[src/hdl/ccl_pkg.sv]
package ccl_pkg;
	// Control B keeps its word index; the byte address is four times it
	localparam logic [7:0]  CCL_IDX_CTRLB   = 8'h7B;
	localparam logic [11:0] CCL_ADDR_CTRLB  = {2'b00, CCL_IDX_CTRLB, 2'b00};
	localparam logic [11:0] CCL_ADDR_CSR    = 12'h200;
	localparam logic [11:0] CCL_ADDR_DIS    = 12'h204;
	localparam logic [11:0] CCL_ADDR_CONV   = 12'h208;
	localparam int          CCL_AW          = 12;
	// Field positions in converter_control_b
	localparam int          CCL_B_MUXEN     = 6;
	localparam logic [7:0]  CCL_B_WMASK     = 8'h4F;
	// Field positions in comparator_control_status
	localparam int          CCL_S_PWROFF    = 7;
	localparam int          CCL_S_BGSEL     = 6;
	localparam int          CCL_S_OUT       = 5;
	localparam int          CCL_S_FLAG      = 4;
	localparam int          CCL_S_IRQEN     = 3;
	localparam int          CCL_S_CAPT      = 2;
	// Field positions in comparator_pin_input_disable
	localparam int          CCL_D_POS       = 0;
	localparam int          CCL_D_NEG       = 1;
	// Converter-side control word
	localparam int          CCL_C_CONVON    = 3;
	// Reset values
	localparam logic [7:0]  CCL_RST_B       = 8'h00;
	localparam logic [7:0]  CCL_RST_S       = 8'h00;
	localparam logic [7:0]  CCL_RST_D       = 8'h00;
	localparam logic [3:0]  CCL_RST_C       = 4'h0;
	// Event-mode encodings
	typedef enum logic [1:0] {
		CCL_EV_TOGGLE  = 2'b00,
		CCL_EV_RSVD    = 2'b01,
		CCL_EV_FALL    = 2'b10,
		CCL_EV_RISE    = 2'b11
	} ccl_evmode_t;
	// AXI responses
	localparam logic [1:0]  CCL_RESP_OKAY   = 2'b00;
	localparam logic [1:0]  CCL_RESP_SLVERR = 2'b10;

	// Fire decision for an edge of the synchronized output
	// [RULE11] mode decode table
	function automatic logic ccl_fire(input logic [1:0] mode,
		input logic cur, input logic prev);
		logic f;
		f = 1'b0;
		case (mode)
			CCL_EV_TOGGLE: f = cur ^ prev;
			CCL_EV_FALL:   f = prev & ~cur;
			CCL_EV_RISE:   f = cur & ~prev;
			default:       f = 1'b0;
		endcase
		return f;
	endfunction
endpackage

[src/hdl/ccl_comparator_ctrl.sv]
// The implementer's own choice: the AXI4-Lite slave port.
`timescale 1ns/1ps
// What this block does
// [RULE1] Mux-select on and converter off routes converter mux to negative input.
// [RULE2] Mux-select off connects the negative pin to the negative input.
// [RULE3] Power-off bit removes comparator power; writable at any time.
// [RULE4] Software clears irq enable before changing the power-off bit.
// [RULE5] Bandgap-select feeds bandgap to positive input, else positive pin.
// [RULE6] Raw output synchronised into status bit with one to two cycle delay.
// [RULE7] Event flag sets on the edge type chosen by event mode.
// [RULE8] Interrupt request only with flag, enable and global enable all set.
// [RULE9] Flag clears when vector taken, or when software writes one.
// [RULE10] Capture-route bit drives comparator output to timer capture front end.
// [RULE11] Event mode: 00 toggle, 01 reserved, 10 falling, 11 rising.
// [RULE12] Software clears irq enable before changing event mode.
// [RULE13] Pin buffer-off bit forces that pin's port input reading to zero.
// [RULE14] Control B: bit 6 read/write, bits 7,5,4 read zero, reset zero.
// [RULE15] Channel select low bits pick converter inputs 0 to 7 as negative.
// [RULE16] Output is high when positive input exceeds negative input.
// [RULE17] Edge detection compares current synchronised output with prior cycle.
// [RULE18] Reserved event mode never sets the event flag.
// [RULE19] Powered off: synchronised output held zero, no flag events.
module ccl_comparator_ctrl
	import ccl_pkg::*;
(
	input  wire logic                  clk,              // System clock
	input  wire logic                  rst,              // Async reset
	// AXI4-Lite write address
	input  wire logic [ccl_pkg::CCL_AW-1:0] s_axi_awaddr,  // Write address
	input  wire logic                  s_axi_awvalid,    // Address valid
	output logic                       s_axi_awready,    // Address ready
	// AXI4-Lite write data
	input  wire logic [31:0]           s_axi_wdata,      // Write data
	input  wire logic [3:0]            s_axi_wstrb,      // Byte strobes
	input  wire logic                  s_axi_wvalid,     // Data valid
	output logic                       s_axi_wready,     // Data ready
	// AXI4-Lite write response
	output logic [1:0]                 s_axi_bresp,      // Write response
	output logic                       s_axi_bvalid,     // Response valid
	input  wire logic                  s_axi_bready,     // Response ready
	// AXI4-Lite read
	input  wire logic [ccl_pkg::CCL_AW-1:0] s_axi_araddr,  // Read address
	input  wire logic                  s_axi_arvalid,    // Address valid
	output logic                       s_axi_arready,    // Address ready
	output logic [31:0]                s_axi_rdata,      // Read data
	output logic [1:0]                 s_axi_rresp,      // Read response
	output logic                       s_axi_rvalid,     // Read valid
	input  wire logic                  s_axi_rready,     // Read ready
	// Analog core and neighbours
	input  wire logic                  comp_raw_out,     // Raw comparator out
	input  wire logic                  cpu_global_irq_en,// Global enable
	input  wire logic                  irq_vector_taken, // Vector ack pulse
	input  wire logic                  comp_pos_pin_dig, // Pos pin digital
	input  wire logic                  comp_neg_pin_dig, // Neg pin digital
	input  wire logic [2:0]            neg_channel_select,// Converter mux sel
	output logic                       comp_power_off,   // Core power down
	output logic                       comp_bandgap_select,// Pos = bandgap
	output logic                       neg_mux_route,    // Neg = conv mux
	output logic [2:0]                 neg_channel_sel_out,// Neg mux channel
	output logic                       comp_irq,         // Interrupt request
	output logic                       capture_in,       // To timer capture
	output logic                       pos_pin_buffer_off,// Pos buffer off
	output logic                       neg_pin_buffer_off,// Neg buffer off
	output logic                       comp_pos_pin_read,// Port bit reading
	output logic                       comp_neg_pin_read // Port bit reading
);
	// Registers
	logic [7:0] ctrlB_ff;
	logic [7:0] csr_ff;
	logic [7:0] dis_ff;
	logic [3:0] conv_ff;
	logic       flag_ff;
	logic       irq_ff;
	logic       capture_ff;
	logic       powerOff_ff;
	logic       bgSel_ff;
	logic       negRoute_ff;
	logic [2:0] negChan_ff;
	logic       posRead_ff;
	logic       negRead_ff;
	logic       posPin1_ff;
	logic       posPin2_ff;
	logic       negPin1_ff;
	logic       negPin2_ff;
	// Bus state
	logic                awHeld_ff;
	logic                wHeld_ff;
	logic [CCL_AW-1:0]   awAddr_ff;
	logic [31:0]         wData_ff;
	logic [3:0]          wStrb_ff;
	logic                bValid_ff;
	logic [1:0]          bResp_ff;
	logic                rValid_ff;
	logic [31:0]         rData_ff;
	logic [1:0]          rResp_ff;
	// Internal
	logic       compSync;
	logic       compFire;
	logic       doWrite;
	logic       flagW1c;
	logic [7:0] wByte;
	logic       pwrOffNow;
	logic       bPending;

	assign pwrOffNow = csr_ff[CCL_S_PWROFF];
	// A response still waiting for the master keeps both readies low
	assign bPending  = bValid_ff & ~s_axi_bready;

	// [RULE6] two-flop sync
	// [RULE19] held low off
	ccl_sync u_sync (
		.clk   (clk),
		.rst   (rst),
		.clear (pwrOffNow),
		.din   (comp_raw_out),
		.dout  (compSync)
	);

	// [RULE7] edge selects event
	ccl_edge u_edge (
		.clk   (clk),
		.rst   (rst),
		.level (compSync),
		.mode  (csr_ff[1:0]),
		.block (pwrOffNow),
		.fire  (compFire)
	);

	// Write fires once both address and data are held and no reply is pending
	assign doWrite = awHeld_ff & wHeld_ff & ~bValid_ff;
	assign wByte   = wStrb_ff[0] ? wData_ff[7:0] : 8'h00;
	assign flagW1c = doWrite & (awAddr_ff == CCL_ADDR_CSR) & wStrb_ff[0]
		& wData_ff[CCL_S_FLAG];

	// Write address channel: accept one and hold it
	// Capture only on a real handshake; a valid seen while ready is low
	// would otherwise be taken a second time once the master sees ready
	always_ff @(posedge clk or posedge rst) begin
		if (rst) begin
			awHeld_ff <= 1'b0;
			awAddr_ff <= '0;
		end else if (s_axi_awvalid & s_axi_awready) begin
			awHeld_ff <= 1'b1;
			awAddr_ff <= s_axi_awaddr;
		end else if (doWrite) begin
			awHeld_ff <= 1'b0;
		end
	end

	// Write data channel: accept one and hold it
	// Strobes are kept so a write with byte lane 0 off changes nothing
	always_ff @(posedge clk or posedge rst) begin
		if (rst) begin
			wHeld_ff <= 1'b0;
			wData_ff <= '0;
			wStrb_ff <= '0;
		end else if (s_axi_wvalid & s_axi_wready) begin
			wHeld_ff <= 1'b1;
			wData_ff <= s_axi_wdata;
			wStrb_ff <= s_axi_wstrb;
		end else if (doWrite) begin
			wHeld_ff <= 1'b0;
		end
	end

	// Ready reflects a free holding slot, registered for the output rule
	// Readies stay low while a reply waits, so no new write can overtake
	// a response the master has not yet accepted
	always_ff @(posedge clk or posedge rst) begin
		if (rst) begin
			s_axi_awready <= 1'b0;
			s_axi_wready  <= 1'b0;
		end else begin
			s_axi_awready <= ~awHeld_ff & ~(s_axi_awvalid & s_axi_awready)
				& ~doWrite & ~bPending;
			s_axi_wready  <= ~wHeld_ff & ~(s_axi_wvalid & s_axi_wready)
				& ~doWrite & ~bPending;
		end
	end

	// Write response, unmapped addresses answer SLVERR
	always_ff @(posedge clk or posedge rst) begin
		if (rst) begin
			bValid_ff <= 1'b0;
			bResp_ff  <= CCL_RESP_OKAY;
		end else if (doWrite) begin
			bValid_ff <= 1'b1;
			if (awAddr_ff == CCL_ADDR_CTRLB || awAddr_ff == CCL_ADDR_CSR
				|| awAddr_ff == CCL_ADDR_DIS || awAddr_ff == CCL_ADDR_CONV)
				bResp_ff <= CCL_RESP_OKAY;
			else
				bResp_ff <= CCL_RESP_SLVERR;
		end else if (bValid_ff & s_axi_bready) begin
			bValid_ff <= 1'b0;
		end
	end

	// Control register writes; the flag bit lives apart
	always_ff @(posedge clk or posedge rst) begin
		if (rst) begin
			ctrlB_ff <= CCL_RST_B;
			csr_ff   <= CCL_RST_S;
			dis_ff   <= CCL_RST_D;
			conv_ff  <= CCL_RST_C;
		end else if (doWrite & wStrb_ff[0]) begin
			// [RULE14] masked control B
			if (awAddr_ff == CCL_ADDR_CTRLB) begin
				ctrlB_ff <= wByte & CCL_B_WMASK;
			// [RULE3] power-off writable anytime
			end else if (awAddr_ff == CCL_ADDR_CSR) begin
				csr_ff <= {wByte[7:6], 2'b00, wByte[3:0]};
			end else if (awAddr_ff == CCL_ADDR_DIS) begin
				dis_ff <= {6'h00, wByte[1:0]};
			end else if (awAddr_ff == CCL_ADDR_CONV) begin
				conv_ff <= wByte[3:0];
			end
		end
	end

	// Set has priority so an edge landing on the clearing cycle is kept
	// [RULE9] hw clears on vector, w1c; a same-cycle event wins
	always_ff @(posedge clk or posedge rst) begin
		if (rst)
			flag_ff <= 1'b0;
		else if (compFire)
			flag_ff <= 1'b1;
		else if (irq_vector_taken | flagW1c)
			flag_ff <= 1'b0;
	end

	// Read channel, one read at a time
	// The status byte splices in the live sync output and the flag, which
	// have no stored copy; unmapped reads return zero with SLVERR
	always_ff @(posedge clk or posedge rst) begin
		if (rst) begin
			s_axi_arready <= 1'b0;
			rValid_ff     <= 1'b0;
			rData_ff      <= '0;
			rResp_ff      <= CCL_RESP_OKAY;
		end else if (s_axi_arvalid & s_axi_arready) begin
			s_axi_arready <= 1'b0;
			rValid_ff     <= 1'b1;
			rResp_ff      <= CCL_RESP_OKAY;
			if (s_axi_araddr == CCL_ADDR_CTRLB)
				rData_ff <= {24'h000000, ctrlB_ff};
			else if (s_axi_araddr == CCL_ADDR_CSR)
				rData_ff <= {24'h000000, csr_ff[7:6], compSync, flag_ff,
					csr_ff[3:0]};
			else if (s_axi_araddr == CCL_ADDR_DIS)
				rData_ff <= {24'h000000, dis_ff};
			else if (s_axi_araddr == CCL_ADDR_CONV)
				rData_ff <= {28'h0000000, conv_ff};
			else begin
				rData_ff <= '0;
				rResp_ff <= CCL_RESP_SLVERR;
			end
		end else if (rValid_ff) begin
			if (s_axi_rready)
				rValid_ff <= 1'b0;
		end else begin
			s_axi_arready <= 1'b1;
		end
	end

	// Pin inputs come from outside, so two flops before use
	always_ff @(posedge clk or posedge rst) begin
		if (rst) begin
			posPin1_ff <= 1'b0;
			posPin2_ff <= 1'b0;
			negPin1_ff <= 1'b0;
			negPin2_ff <= 1'b0;
		end else begin
			posPin1_ff <= comp_pos_pin_dig;
			posPin2_ff <= posPin1_ff;
			negPin1_ff <= comp_neg_pin_dig;
			negPin2_ff <= negPin1_ff;
		end
	end

	// The gate sits after the synchroniser, so a disable takes effect
	// one cycle after the register write lands
	// [RULE13] disabled buffer reads zero
	always_ff @(posedge clk or posedge rst) begin
		if (rst) begin
			posRead_ff <= 1'b0;
			negRead_ff <= 1'b0;
		end else begin
			posRead_ff <= posPin2_ff & ~dis_ff[CCL_D_POS];
			negRead_ff <= negPin2_ff & ~dis_ff[CCL_D_NEG];
		end
	end

	// Analog steering; registered so each output leaves a flop
	// Switching the converter on quietly returns the negative input to
	// its pin, even with the mux route bit still set
	always_ff @(posedge clk or posedge rst) begin
		if (rst) begin
			powerOff_ff <= 1'b0;
			bgSel_ff    <= 1'b0;
			negRoute_ff <= 1'b0;
			negChan_ff  <= 3'b000;
		end else begin
			// [RULE3] power gate
			powerOff_ff <= csr_ff[CCL_S_PWROFF];
			// [RULE5] positive input select
			bgSel_ff    <= csr_ff[CCL_S_BGSEL];
			// [RULE1] [RULE2] negative input route
			negRoute_ff <= ctrlB_ff[CCL_B_MUXEN] & ~conv_ff[CCL_C_CONVON];
			// [RULE15] channel pick
			negChan_ff  <= neg_channel_select;
		end
	end

	// The vector pulse masks the request at once, so it does not linger
	// for a cycle after the flag has been cleared
	// [RULE8] irq gating; [RULE10] capture route
	always_ff @(posedge clk or posedge rst) begin
		if (rst) begin
			irq_ff     <= 1'b0;
			capture_ff <= 1'b0;
		end else begin
			irq_ff     <= flag_ff & csr_ff[CCL_S_IRQEN] & cpu_global_irq_en
				& ~irq_vector_taken;
			// [RULE16] polarity passed through unchanged
			capture_ff <= csr_ff[CCL_S_CAPT] & compSync;
		end
	end

	assign s_axi_bvalid        = bValid_ff;
	assign s_axi_bresp         = bResp_ff;
	assign s_axi_rvalid        = rValid_ff;
	assign s_axi_rdata         = rData_ff;
	assign s_axi_rresp         = rResp_ff;
	assign comp_power_off      = powerOff_ff;
	assign comp_bandgap_select = bgSel_ff;
	assign neg_mux_route       = negRoute_ff;
	assign neg_channel_sel_out = negChan_ff;
	assign comp_irq            = irq_ff;
	assign capture_in          = capture_ff;
	assign pos_pin_buffer_off  = dis_ff[CCL_D_POS];
	assign neg_pin_buffer_off  = dis_ff[CCL_D_NEG];
	assign comp_pos_pin_read   = posRead_ff;
	assign comp_neg_pin_read   = negRead_ff;
endmodule

[src/hdl/ccl_edge.sv]
`timescale 1ns/1ps
// Edge detector on the synchronised comparator output
module ccl_edge
	import ccl_pkg::*;
(
	input  wire logic       clk,    // System clock
	input  wire logic       rst,    // Async reset, active high
	input  wire logic       level,  // Synchronised level
	input  wire logic [1:0] mode,   // Event mode field
	input  wire logic       block,  // Suppress events
	output logic            fire    // One-cycle event pulse
);
	logic prev_ff;

	// Previous sample of the level
	always_ff @(posedge clk or posedge rst) begin
		if (rst)
			prev_ff <= 1'b0;
		else
			prev_ff <= level;
	end

	// [RULE17] compare with prior
	// [RULE18] reserved never fires
	assign fire = ~block & ccl_fire(mode, level, prev_ff);
endmodule

[src/hdl/ccl_sync.sv]
`timescale 1ns/1ps
// Two-stage synchroniser with a synchronous hold-at-zero input
module ccl_sync (
	input  wire logic clk,     // System clock
	input  wire logic rst,     // Async reset, active high
	input  wire logic clear,   // Force output low (same domain)
	input  wire logic din,     // Asynchronous input
	output logic      dout     // Synchronised output
);
	logic stage1_ff;
	logic stage2_ff;

	// First stage feeds only the second stage
	always_ff @(posedge clk or posedge rst) begin
		if (rst) begin
			stage1_ff <= 1'b0;
			stage2_ff <= 1'b0;
		end else begin
			stage1_ff <= din;
			stage2_ff <= clear ? 1'b0 : stage1_ff;
		end
	end

	assign dout = stage2_ff;
endmodule

[config.mk]
export PLATFORM = sky130hd
export DESIGN_NAME = ccl_comparator_ctrl
export DESIGN_NICKNAME = d
export VERILOG_FILES = /design/src/hdl/ccl_pkg.sv /design/src/hdl/ccl_comparator_ctrl.sv /design/src/hdl/ccl_edge.sv /design/src/hdl/ccl_sync.sv
export SDC_FILE = /design/constraint.sdc
export NUM_CORES = 1
export LEC_CHECK = 0
export BUFFER_PORTS_ARGS = -buffer_cell sky130_fd_sc_hd__buf_2
export CELL_PAD_IN_SITES_DETAIL_PLACEMENT = 1
export CELL_PAD_IN_SITES_GLOBAL_PLACEMENT = 2
export CORE_ASPECT_RATIO = 1.2
export CORE_MARGIN = 2
export CORE_UTILIZATION = 27
export CTS_CLUSTER_DIAMETER = 60
export CTS_CLUSTER_SIZE = 16
export DETAILED_ROUTE_END_ITERATION = 8
export GPL_ROUTABILITY_DRIVEN = 0
export PLACE_DENSITY_LB_ADDON = 0.1
export SETUP_SLACK_MARGIN = 0.1
export SLEW_MARGIN = 5
export SYNTH_ARGS = -nofsm -noshare
export SYNTH_HDL_FRONTEND = slang
export SYNTH_SLANG_ARGS = --single-unit
[constraint.sdc]
create_clock -name clk -period 2.1 [get_ports clk]
set_input_delay 0.315 -clock clk [delete_from_list [all_inputs] [get_ports clk]]
set_output_delay 0.315 -clock clk [all_outputs]
set_load 0.005 [all_outputs]
# Word level (Yosys, flattened, before mapping)
# Index checks and enable logic that the tools add are counted.
# op_classes
eq_ne,11
muxes,24
n_bitwise,47
n_reduce_logical,12
# ops
operator,n
== test 12 x 10 -> 1 bit (second input constant),6
AND 1 bit,27
== test 12 x 9 -> 1 bit (second input constant),2
2-to-1 mux 8 bit,3
NOT 1 bit,18
2-to-1 mux 1 bit,13
2-to-1 mux 2 bit,5
2-to-1 mux 4 bit,2
nonzero test 2 bit,4
AND reduction 5 bit,1
== test 2 bit (second input constant),2
AND reduction 4 bit,1
logical OR 1 bit,3
one-hot mux 1 bit (3 select lines),1
AND reduction 3 bit,1
logical NOT 2 bit,1
!= test 2 x 1 -> 1 bit (second input constant),1
AND reduction 2 bit,1
bitwise OR 1 bit,1
bitwise XOR 1 bit,1
# word_totals
reg_bits,99
in_bits,75
out_inout_bits,53

# Longest topological paths before layout
# Gate-level depths: netlist of run 1.
# logic_depth
ltp_word,8
mapped_depth,6
ltp_nobuf,6

# Hierarchy
# From an unflattened synthesis of run 1, not the netlist that was laid out.
# unflattened
cells_unflattened,245
hier_area_um2,3138.0
# modules_own_cells
module,n_inst,cells_each,area_each_um2,seq_area_each_um2
ccl_comparator_ctrl,1,230,2972.9,1726.7
ccl_edge,1,11,97.6,25.0
ccl_sync,1,4,67.6,50.0

# Worst setup path before layout of run 1
# OpenSTA, ideal clock, no wires.
# synth_path
kind,register to register
from,"register bValid_ff, in the netlist s_axi_bvalid"
to,register csr_ff[0]
arrival_ps,1610
slack_ps,365
stages_incl_launch_ff,5
path_cell_list,dfrtp_1 > and3b_1 > nand3_2 > nor4_4 > mux2_2
# synth_between
elab_chain_cells,4
# synth_lines
item,line_no,rtl
from (decl),ccl_comparator_ctrl.sv:91,logic bValid_ff;
from (signal assigned),ccl_comparator_ctrl.sv:184,bValid_ff <= 1'b0;
from (signal assigned),ccl_comparator_ctrl.sv:187,bValid_ff <= 1'b1;
from (signal assigned),ccl_comparator_ctrl.sv:194,bValid_ff <= 1'b0;
NOT 1 bit,ccl_comparator_ctrl.sv:130,assign doWrite = awHeld_ff & wHeld_ff & ~bValid_ff;
AND 1 bit,ccl_comparator_ctrl.sv:130,
AND 1 bit,ccl_comparator_ctrl.sv:205,end else if (doWrite & wStrb_ff[0]) begin
AND reduction 3 bit (no line),--,
to (signal assigned),ccl_comparator_ctrl.sv:211,"csr_ff <= {wByte[7:6], 2'b00, wByte[3:0]};"
to (decl),ccl_comparator_ctrl.sv:69,logic [7:0] csr_ff;
# Every way passes these cells.
# A chain may end at the register's enable or synchronous reset.

# Worst setup path in the final report of run 1
# layout_path
from,register awAddr_ff[5]
to,register csr_ff[0]
# layout_between
elab_chain_cells,3
elab_cells_between_ends,4
# layout_lines
item,line_no,rtl
from (decl),ccl_comparator_ctrl.sv:88,logic [CCL_AW-1:0] awAddr_ff;
from (signal assigned),ccl_comparator_ctrl.sv:144,awAddr_ff <= s_axi_awaddr;
== test 12 x 9 -> 1 bit,ccl_comparator_ctrl.sv:207,if (awAddr_ff == CCL_ADDR_CTRLB) begin
NOT 1 bit (no line),--,
AND reduction 3 bit (no line) *,--,
# Mark *: on every way between the ends. The rest lies on a longest branch, timed or not.

==> results by group, run 1 <==
Yosys
  • Number of synthesized register bits: 72
  • Register area share after synthesis: a little under three fifths
  • Share of flip-flops with an asynchronous set or reset: 100%
  • Post-synth EDFFs: 0
  • Top cells by area, synth: dfrtp_1 (57%), mux2_2 (12%), buf_4 (6.2%)
  • Post-synthesis cell type count: 42
  • Yosys top cell area share: 56.9%
  • Ys flop type: dfrtp_1
  • Leading area contributor after synthesis: dfrtp_1
  • Synthesized area: 0.00316 sq mm
  • Synth Warn #: 0
  • Syn Area/Cell: 12.7 sq um
  • Syn Inst Count: 250

Power and ir drop
  • Leak Pwr: 0.00189 uW
  • Pwr Density: 1040 mW/mm^2
  • Peak VDD IR: 0.528 mV

Placed design
  • Placed cell area: 0.00366 sq mm
  • I/O Buffers: 73
  • Final HPWL DP: 5250 microns

Worst setup path
  • Reg2reg end: csr_ff[0]
  • Most frequent cell on the critical path: nor4_4
  • Slowest CP cell: nor4_4
  • WP data arrival: between 2000 and 2500 ps
  • Worst Path Buf+Inv: 0
  • Crit path max-delay family: simple AND/OR/NAND/NOR gates
  • Worst path cell trace: nor4_4, nand3_2, nor4_4, mux2_2
  • R2r setup slk: 250 ps
  • Crit path from: awAddr_ff[5]
  • Largest stage delay, worst path: between 400 and 500 ps
  • Crit path capture type: flip-flop
  • Reg2Reg Depth: 4
  • Reg-to-Reg Start: awAddr_ff[5]
  • Levels on crit path: 4
  • Crit path max fanout: 5
  • Crit path required time: ~2300 ps
  • Crit Path Class: reg2reg
  • Setup crit end: csr_ff[0]
  • Worst setup SP type: flip-flop

Timing
  • Worst Skew: 4.15 ps
  • Peak Freq: 540 MHz
  • Fin crit period: ~1900 ps
  • Setup violators final: 0
  • Rel. slew slack: 65.1%
  • Tcrit/Tclk final: 88.3%
  • Hold Fails Final Rpt: 0
  • Worst Tran Pin Value: 522 ps
  • Max-slew violation count: 0
  • Setup tns final: 0 ps
  • RSZ-0062 raised after global routing: no

Clock tree
  • TritonCTS Sinks: 72
  • Worst-path clk slew: 60 ps
  • Post-cts resize count: 0
  • Clk root buf: clkbuf_16
  • Num CTS Buffers: 9
  • Clk Latency, worst-skew pair: 320 ps
  • TritonCTS clock tree: built
  • CTS max path bufs: 2
  • H-tree depth: 3

Floorplan
  • Num rows: between 40 and 50
  • Die height: around 120 microns
  • Starting Density: 27.5%
  • DIE AREA: about 0.013 sq mm
  • Die width: 103 microns
  • Top Ports: about 130
  • CORE AREA: 0.0115 sq mm

Min path
  • Hold crit path type: in2reg
  • Hold path depth: 1

Routing
  • Post-Route WL: a little under 7000 microns
  • Per-cell routed wire length: approximately 14 microns
  • 1st-iter DRT viols: 37
  • Vias post-DR: 2095
  • Residual DRC: 0
  • Detail Route Antenna Nets: 0
  • DR pass1 iterations: 4
  • Drt via density: 4.23

Finish
  • Final instance area: 0.00394 sq mm
  • Area delta synth->final: 24.5%
  • Antenna diode count: 0
  • Layout cells sized above 1: 39.9%
  • Most frequent cells in the layout: buf_2 (73), dfrtp_1 (72), mux2_2 (35), conb_1 (26), nand2_1 (13)
  • Fin nets: 411
  • Most common cell after layout, fill and taps aside: buf_2

GRT
  • GR Overflow Total: 0
  • Initial antenna violation count: 0
  • Number of global-route vias before repair: around 2200
  • GRT Util Overall: between 10% and 20%
  • Largest net degree at the start of global routing: 56
  • First-pass GRT wire length: 11100 microns

Flow run
  • Max-cap violations: 0

Outcome
  • Status: finished, final reports clean
==> worst min path at each step <==
stage                     slack, ps                     end                  start
after floorplan                 330              negPin2_ff             negPin1_ff
after global placement          340  neg_channel_sel_out[1]                    rst
after detailed placement        340              negPin2_ff             negPin1_ff
after CTS                        80  neg_channel_sel_out[2]  neg_channel_select[2]
after global routing             80        u_sync.stage1_ff           comp_raw_out
final                           100              negPin1_ff       comp_neg_pin_dig
==> timing repair <==
action / in CTS / in global routing
setup endpoints to repair: 0 / 6
hold buffers: 1 / 0
endpoints found under the hold margin: 4 / 0
setup buffers: 0 / 0
==> worst reg2reg max path, delay by kind of cell (launching register included) <==
family           cells  cell delay, ps
muxes                1             380
DFF                  1             410
and+or+nand+nor      3             940
==> Yosys cell counts, types with 2 or more instances <==
| cell type | count |
|---|---|
| dfrtp_1 | 72 |
| mux2_2 | 35 |
| buf_4 | 26 |
| nand2_1 | 13 |
| inv_1 | 10 |
| o21ai_0 | 8 |
| and2_1 | 7 |
| nor2_1 | 6 |
| mux2i_1 | 5 |
| nand4_1 | 5 |
| nor2b_1 | 5 |
| a22o_1 | 4 |
| nand2b_1 | 4 |
| nor3_1 | 4 |
| a31oi_1 | 3 |
| clkbuf_1 | 3 |
| nand3_1 | 3 |
| nor4_4 | 3 |
| a211oi_1 | 2 |
| a21oi_1 | 2 |
| and4b_1 | 2 |
| ha_1 | 2 |
| nand3_2 | 2 |
| nand3b_1 | 2 |
| nand4b_1 | 2 |
| nor3b_1 | 2 |
| nor4_1 | 2 |
| o22ai_1 | 2 |
==> registers in the layout, summed over array words and instances (netlist names), 2 cells and up <==
signal and flops:
conv_ff 4, dis_ff 2, csr_ff 6, neg_channel_sel_out 3, wData_ff 7, awAddr_ff 12, ctrlB_ff 5, s_axi_rdata 8
==> through the flow <==
step | total power [uW] | cells | util, % | setup slack, ps | hold WS [ps]
after floorplan | 2480 | 275 | - | 365 | 331
after global placement | 2740 | 479 | 31.8 | 203 | 336
after detailed placement | 2770 | 479 | 31.8 | 186 | 341
after CTS | 4190 | 495 | 34.2 | 166 | 75.6
after global routing | 4380 | 495 | 34.2 | 127 | 79.1
final | 4090 | 495 | 34.2 | 247 | 95.7
==> cell type report <==
class                   count  area (sq um)
clock buffers              11           253
clock inverters             4          20.0
fillers                  1328          7570
inverters                  10          41.3
multi-input cells         163          1210
flip-flops and latches     72          1800
well taps                 157           196
repair buffers             78           418
==> per-layer routing <==
layer / wire (microns) / global-route usage, % / part of all wire (%) / up-vias
met3: 381 / 2.96 / 5.5 / 7
met2: 3510 / 19.6 / 50 / 56
met1: 2960 / 14.3 / 43 / 1030
li1: - / - / - / 1002
met4: 104 / 5.43 / 1.5 / 0
met5: 0 / 0 / 0 / -
==> where the power goes <==
group	leakage (uW)	internal, uW	switching (uW)
clock network	0.000141	847	530
logic	0.000850	408	360
registers	0.000903	1680	258
==> cell families after synthesis <==
| kind of cell | synth area share, % |
|---|---|
| DFF | 56.9 |
| and+or+nand+nor | 15.0 |
| buffers and inverters | 7.83 |
| muxes | 14.0 |
| AOI/OAI and AO/OA | 5.30 |
| adders and majority gates | 0.791 |
| other | 0.119 |
No activity file was read; power rests on OpenSTA's default activity.
==> inputs of run 2 (changes only) <==
Clock period 2.1 ns to 1.68 ns, I/O delays scaled along.
==> results by group, run 2 (synthesis results as in run 1) <==
Outcome
  • Status: finished, final reports clean

Timing
  • Worst Setup Slack, final: 9.63 ps
  • Worst Tran Pin Value: 536 ps
  • Rel. slew slack: 64.2%
  • Fin crit period: ~1700 ps
  • RSZ-0062 raised after global routing: yes
  • Hold Fails Final Rpt: 0
  • Tcrit/Tclk final: 99.4%
  • Peak Freq: 599 MHz
  • Worst Skew: 5.22 ps
  • Setup violators final: 0
  • Max-slew violation count: 0

Floorplan
  • CORE AREA: 0.0115 sq mm
  • DIE AREA: ~0.013 sq mm
  • Num rows: 43
  • Starting Density: 27.5%
  • Die width: 103 microns
  • Top Ports: 128
  • Die height: 123 microns

Power and ir drop
  • Total Power: 5590 uW
  • Leak Pwr: roughly 0.002 uW
  • Pwr Density: roughly 1300 mW/mm^2
  • Peak VDD IR: 0.698 mV

Placed design
  • I/O Buffers: between 70 and 80
  • Setup WS pre-CTS: -70.5 ps
  • Placed cell area: 0.00378 sq mm
  • DP Cell Count: approximately 500
  • Final HPWL DP: 5230 microns

Worst setup path
  • Reg2reg end: dis_ff[1]
  • Crit Path Class: reg2reg
  • Crit path from: awAddr_ff[7]
  • Crit path required time: 1890 ps
  • Worst setup SP type: flip-flop
  • R2r setup slk: 10 ps
  • Reg2Reg Depth: 4
  • Crit path max fanout: 3
  • WP data arrival: 1880 ps
  • Crit path capture type: flip-flop
  • Reg-to-Reg Start: awAddr_ff[7]

Routing
  • Detail Route Antenna Nets: 0
  • Post-Route WL: 7150 microns
  • DR pass1 iterations: 4
  • Drt via density: 4.22
  • Vias post-DR: about 2200
  • 1st-iter DRT viols: 34
  • Per-cell routed wire length: 13.9 microns
  • Residual DRC: 0

Clock tree
  • Clk root buf: clkbuf_16
  • Num CTS Buffers: 9
  • Clk Latency, worst-skew pair: approximately 330 ps
  • TritonCTS Sinks: 72
  • Worst-path clk slew: roughly 60 ps
  • TritonCTS clock tree: built
  • CTS max path bufs: 2
  • H-tree depth: 3

Finish
  • Most frequent cells in the layout: buf_2 (73), dfrtp_1 (72), conb_1 (26), mux2_2 (23), buf_4 (18)
  • Fin nets: 429
  • Post-Layout Cell Count: slightly above 500
  • Most common cell after layout, fill and taps aside: buf_2
  • Antenna diode count: 0
  • Layout cells sized above 1: 44.3%
  • Final instance area: 0.00422 sq mm
  • Max FFs per register: 12
  • Area delta synth->final: 33.2%
  • Top reg by flops: awAddr_ff

GRT
  • GR Overflow Total: 0
  • Busiest grt layer: met2
  • GRT Util Overall: 12.0%
  • Initial antenna violation count: 0
  • GR met3 Demand/Resource: under 10%
  • Largest net degree at the start of global routing: 73
  • Met1 usage: 14.8%
  • First-pass GRT wire length: 11300 microns
  • Met2 Resource Use GR: 19.1%
  • Number of global-route vias before repair: 2252

Flow run
  • Max-cap violations: 0

Min path
  • Hold crit path type: in2async
## run 2: cell types whose count changed in the layout (fill, tap and decap cells not counted), moves of 2 or more
cell	change
buf_4	+15
mux2_2	-12
mux2_4	+12
buf_6	+4
nand3_4	+3
clkinv_2	-2
clkinvlp_4	+2
nand3_2	-2
## run 2: final cells by class
class	instances	area [sq um]
repair buffers	96	566
multi-input cells	163	1300
inverters	10	41.3
clock buffers	11	253
flip-flops and latches	72	1800
clock inverters	5	55.1
fillers	1298	7300
well taps	157	196
## run 2: how the worst max path moves through the flow
stage                             end  depth (start not counted)
after floorplan             csr_ff[0]                          4
after global placement      dis_ff[1]                          4
after detailed placement  ctrlB_ff[0]                          6
after CTS                   csr_ff[7]                          5
after global routing       conv_ff[1]                          5
final                       dis_ff[1]                          4
## run 2: layer usage
layer | routed length (microns) | share of wire, % | up-vias
li1 | - | - | 1036
met1 | 3110 | 43 | 1060
met2 | 3480 | 49 | 62
met3 | 430 | 6.0 | 10
met4 | 128 | 1.8 | 0
met5 | 0 | 0 | -
## run 2: repair_timing
action                                  4_1_cts  5_1_grt
setup buffers                                 3        3
hold buffers                                  0        0
cloned                                        0        0
gates resized for setup                      11        8
endpoints found under the setup margin       17       16
pin swaps                                     3        2
## run 2: where the power goes
group | total [uW] | leakage, uW | switching, uW | internal [uW]
Clock | 1950 | 0.000148 | 721 | 1220
Sequential | 2390 | 0.000903 | 287 | 2100
Combinational | 1250 | 0.000976 | 577 | 673
## run 2: stage by stage
step | hold WS [ps] | util [%] | setup TNS, ps
global route | 8.70 | 36.6 | -415
global placement | 331 | 32.8 | -246
CTS | 14.5 | 36.2 | -207
finish | 19.6 | 36.6 | 0
floorplan | 283 | - | -101
detailed placement | 340 | 32.8 | -618
## run 2: worst max-delay path: stages, from the launching register on
cell and delay [ps]:
dfrtp_1 420, nor4_4 340, nand3_4 150, nor4b_4 310, mux2_4 330
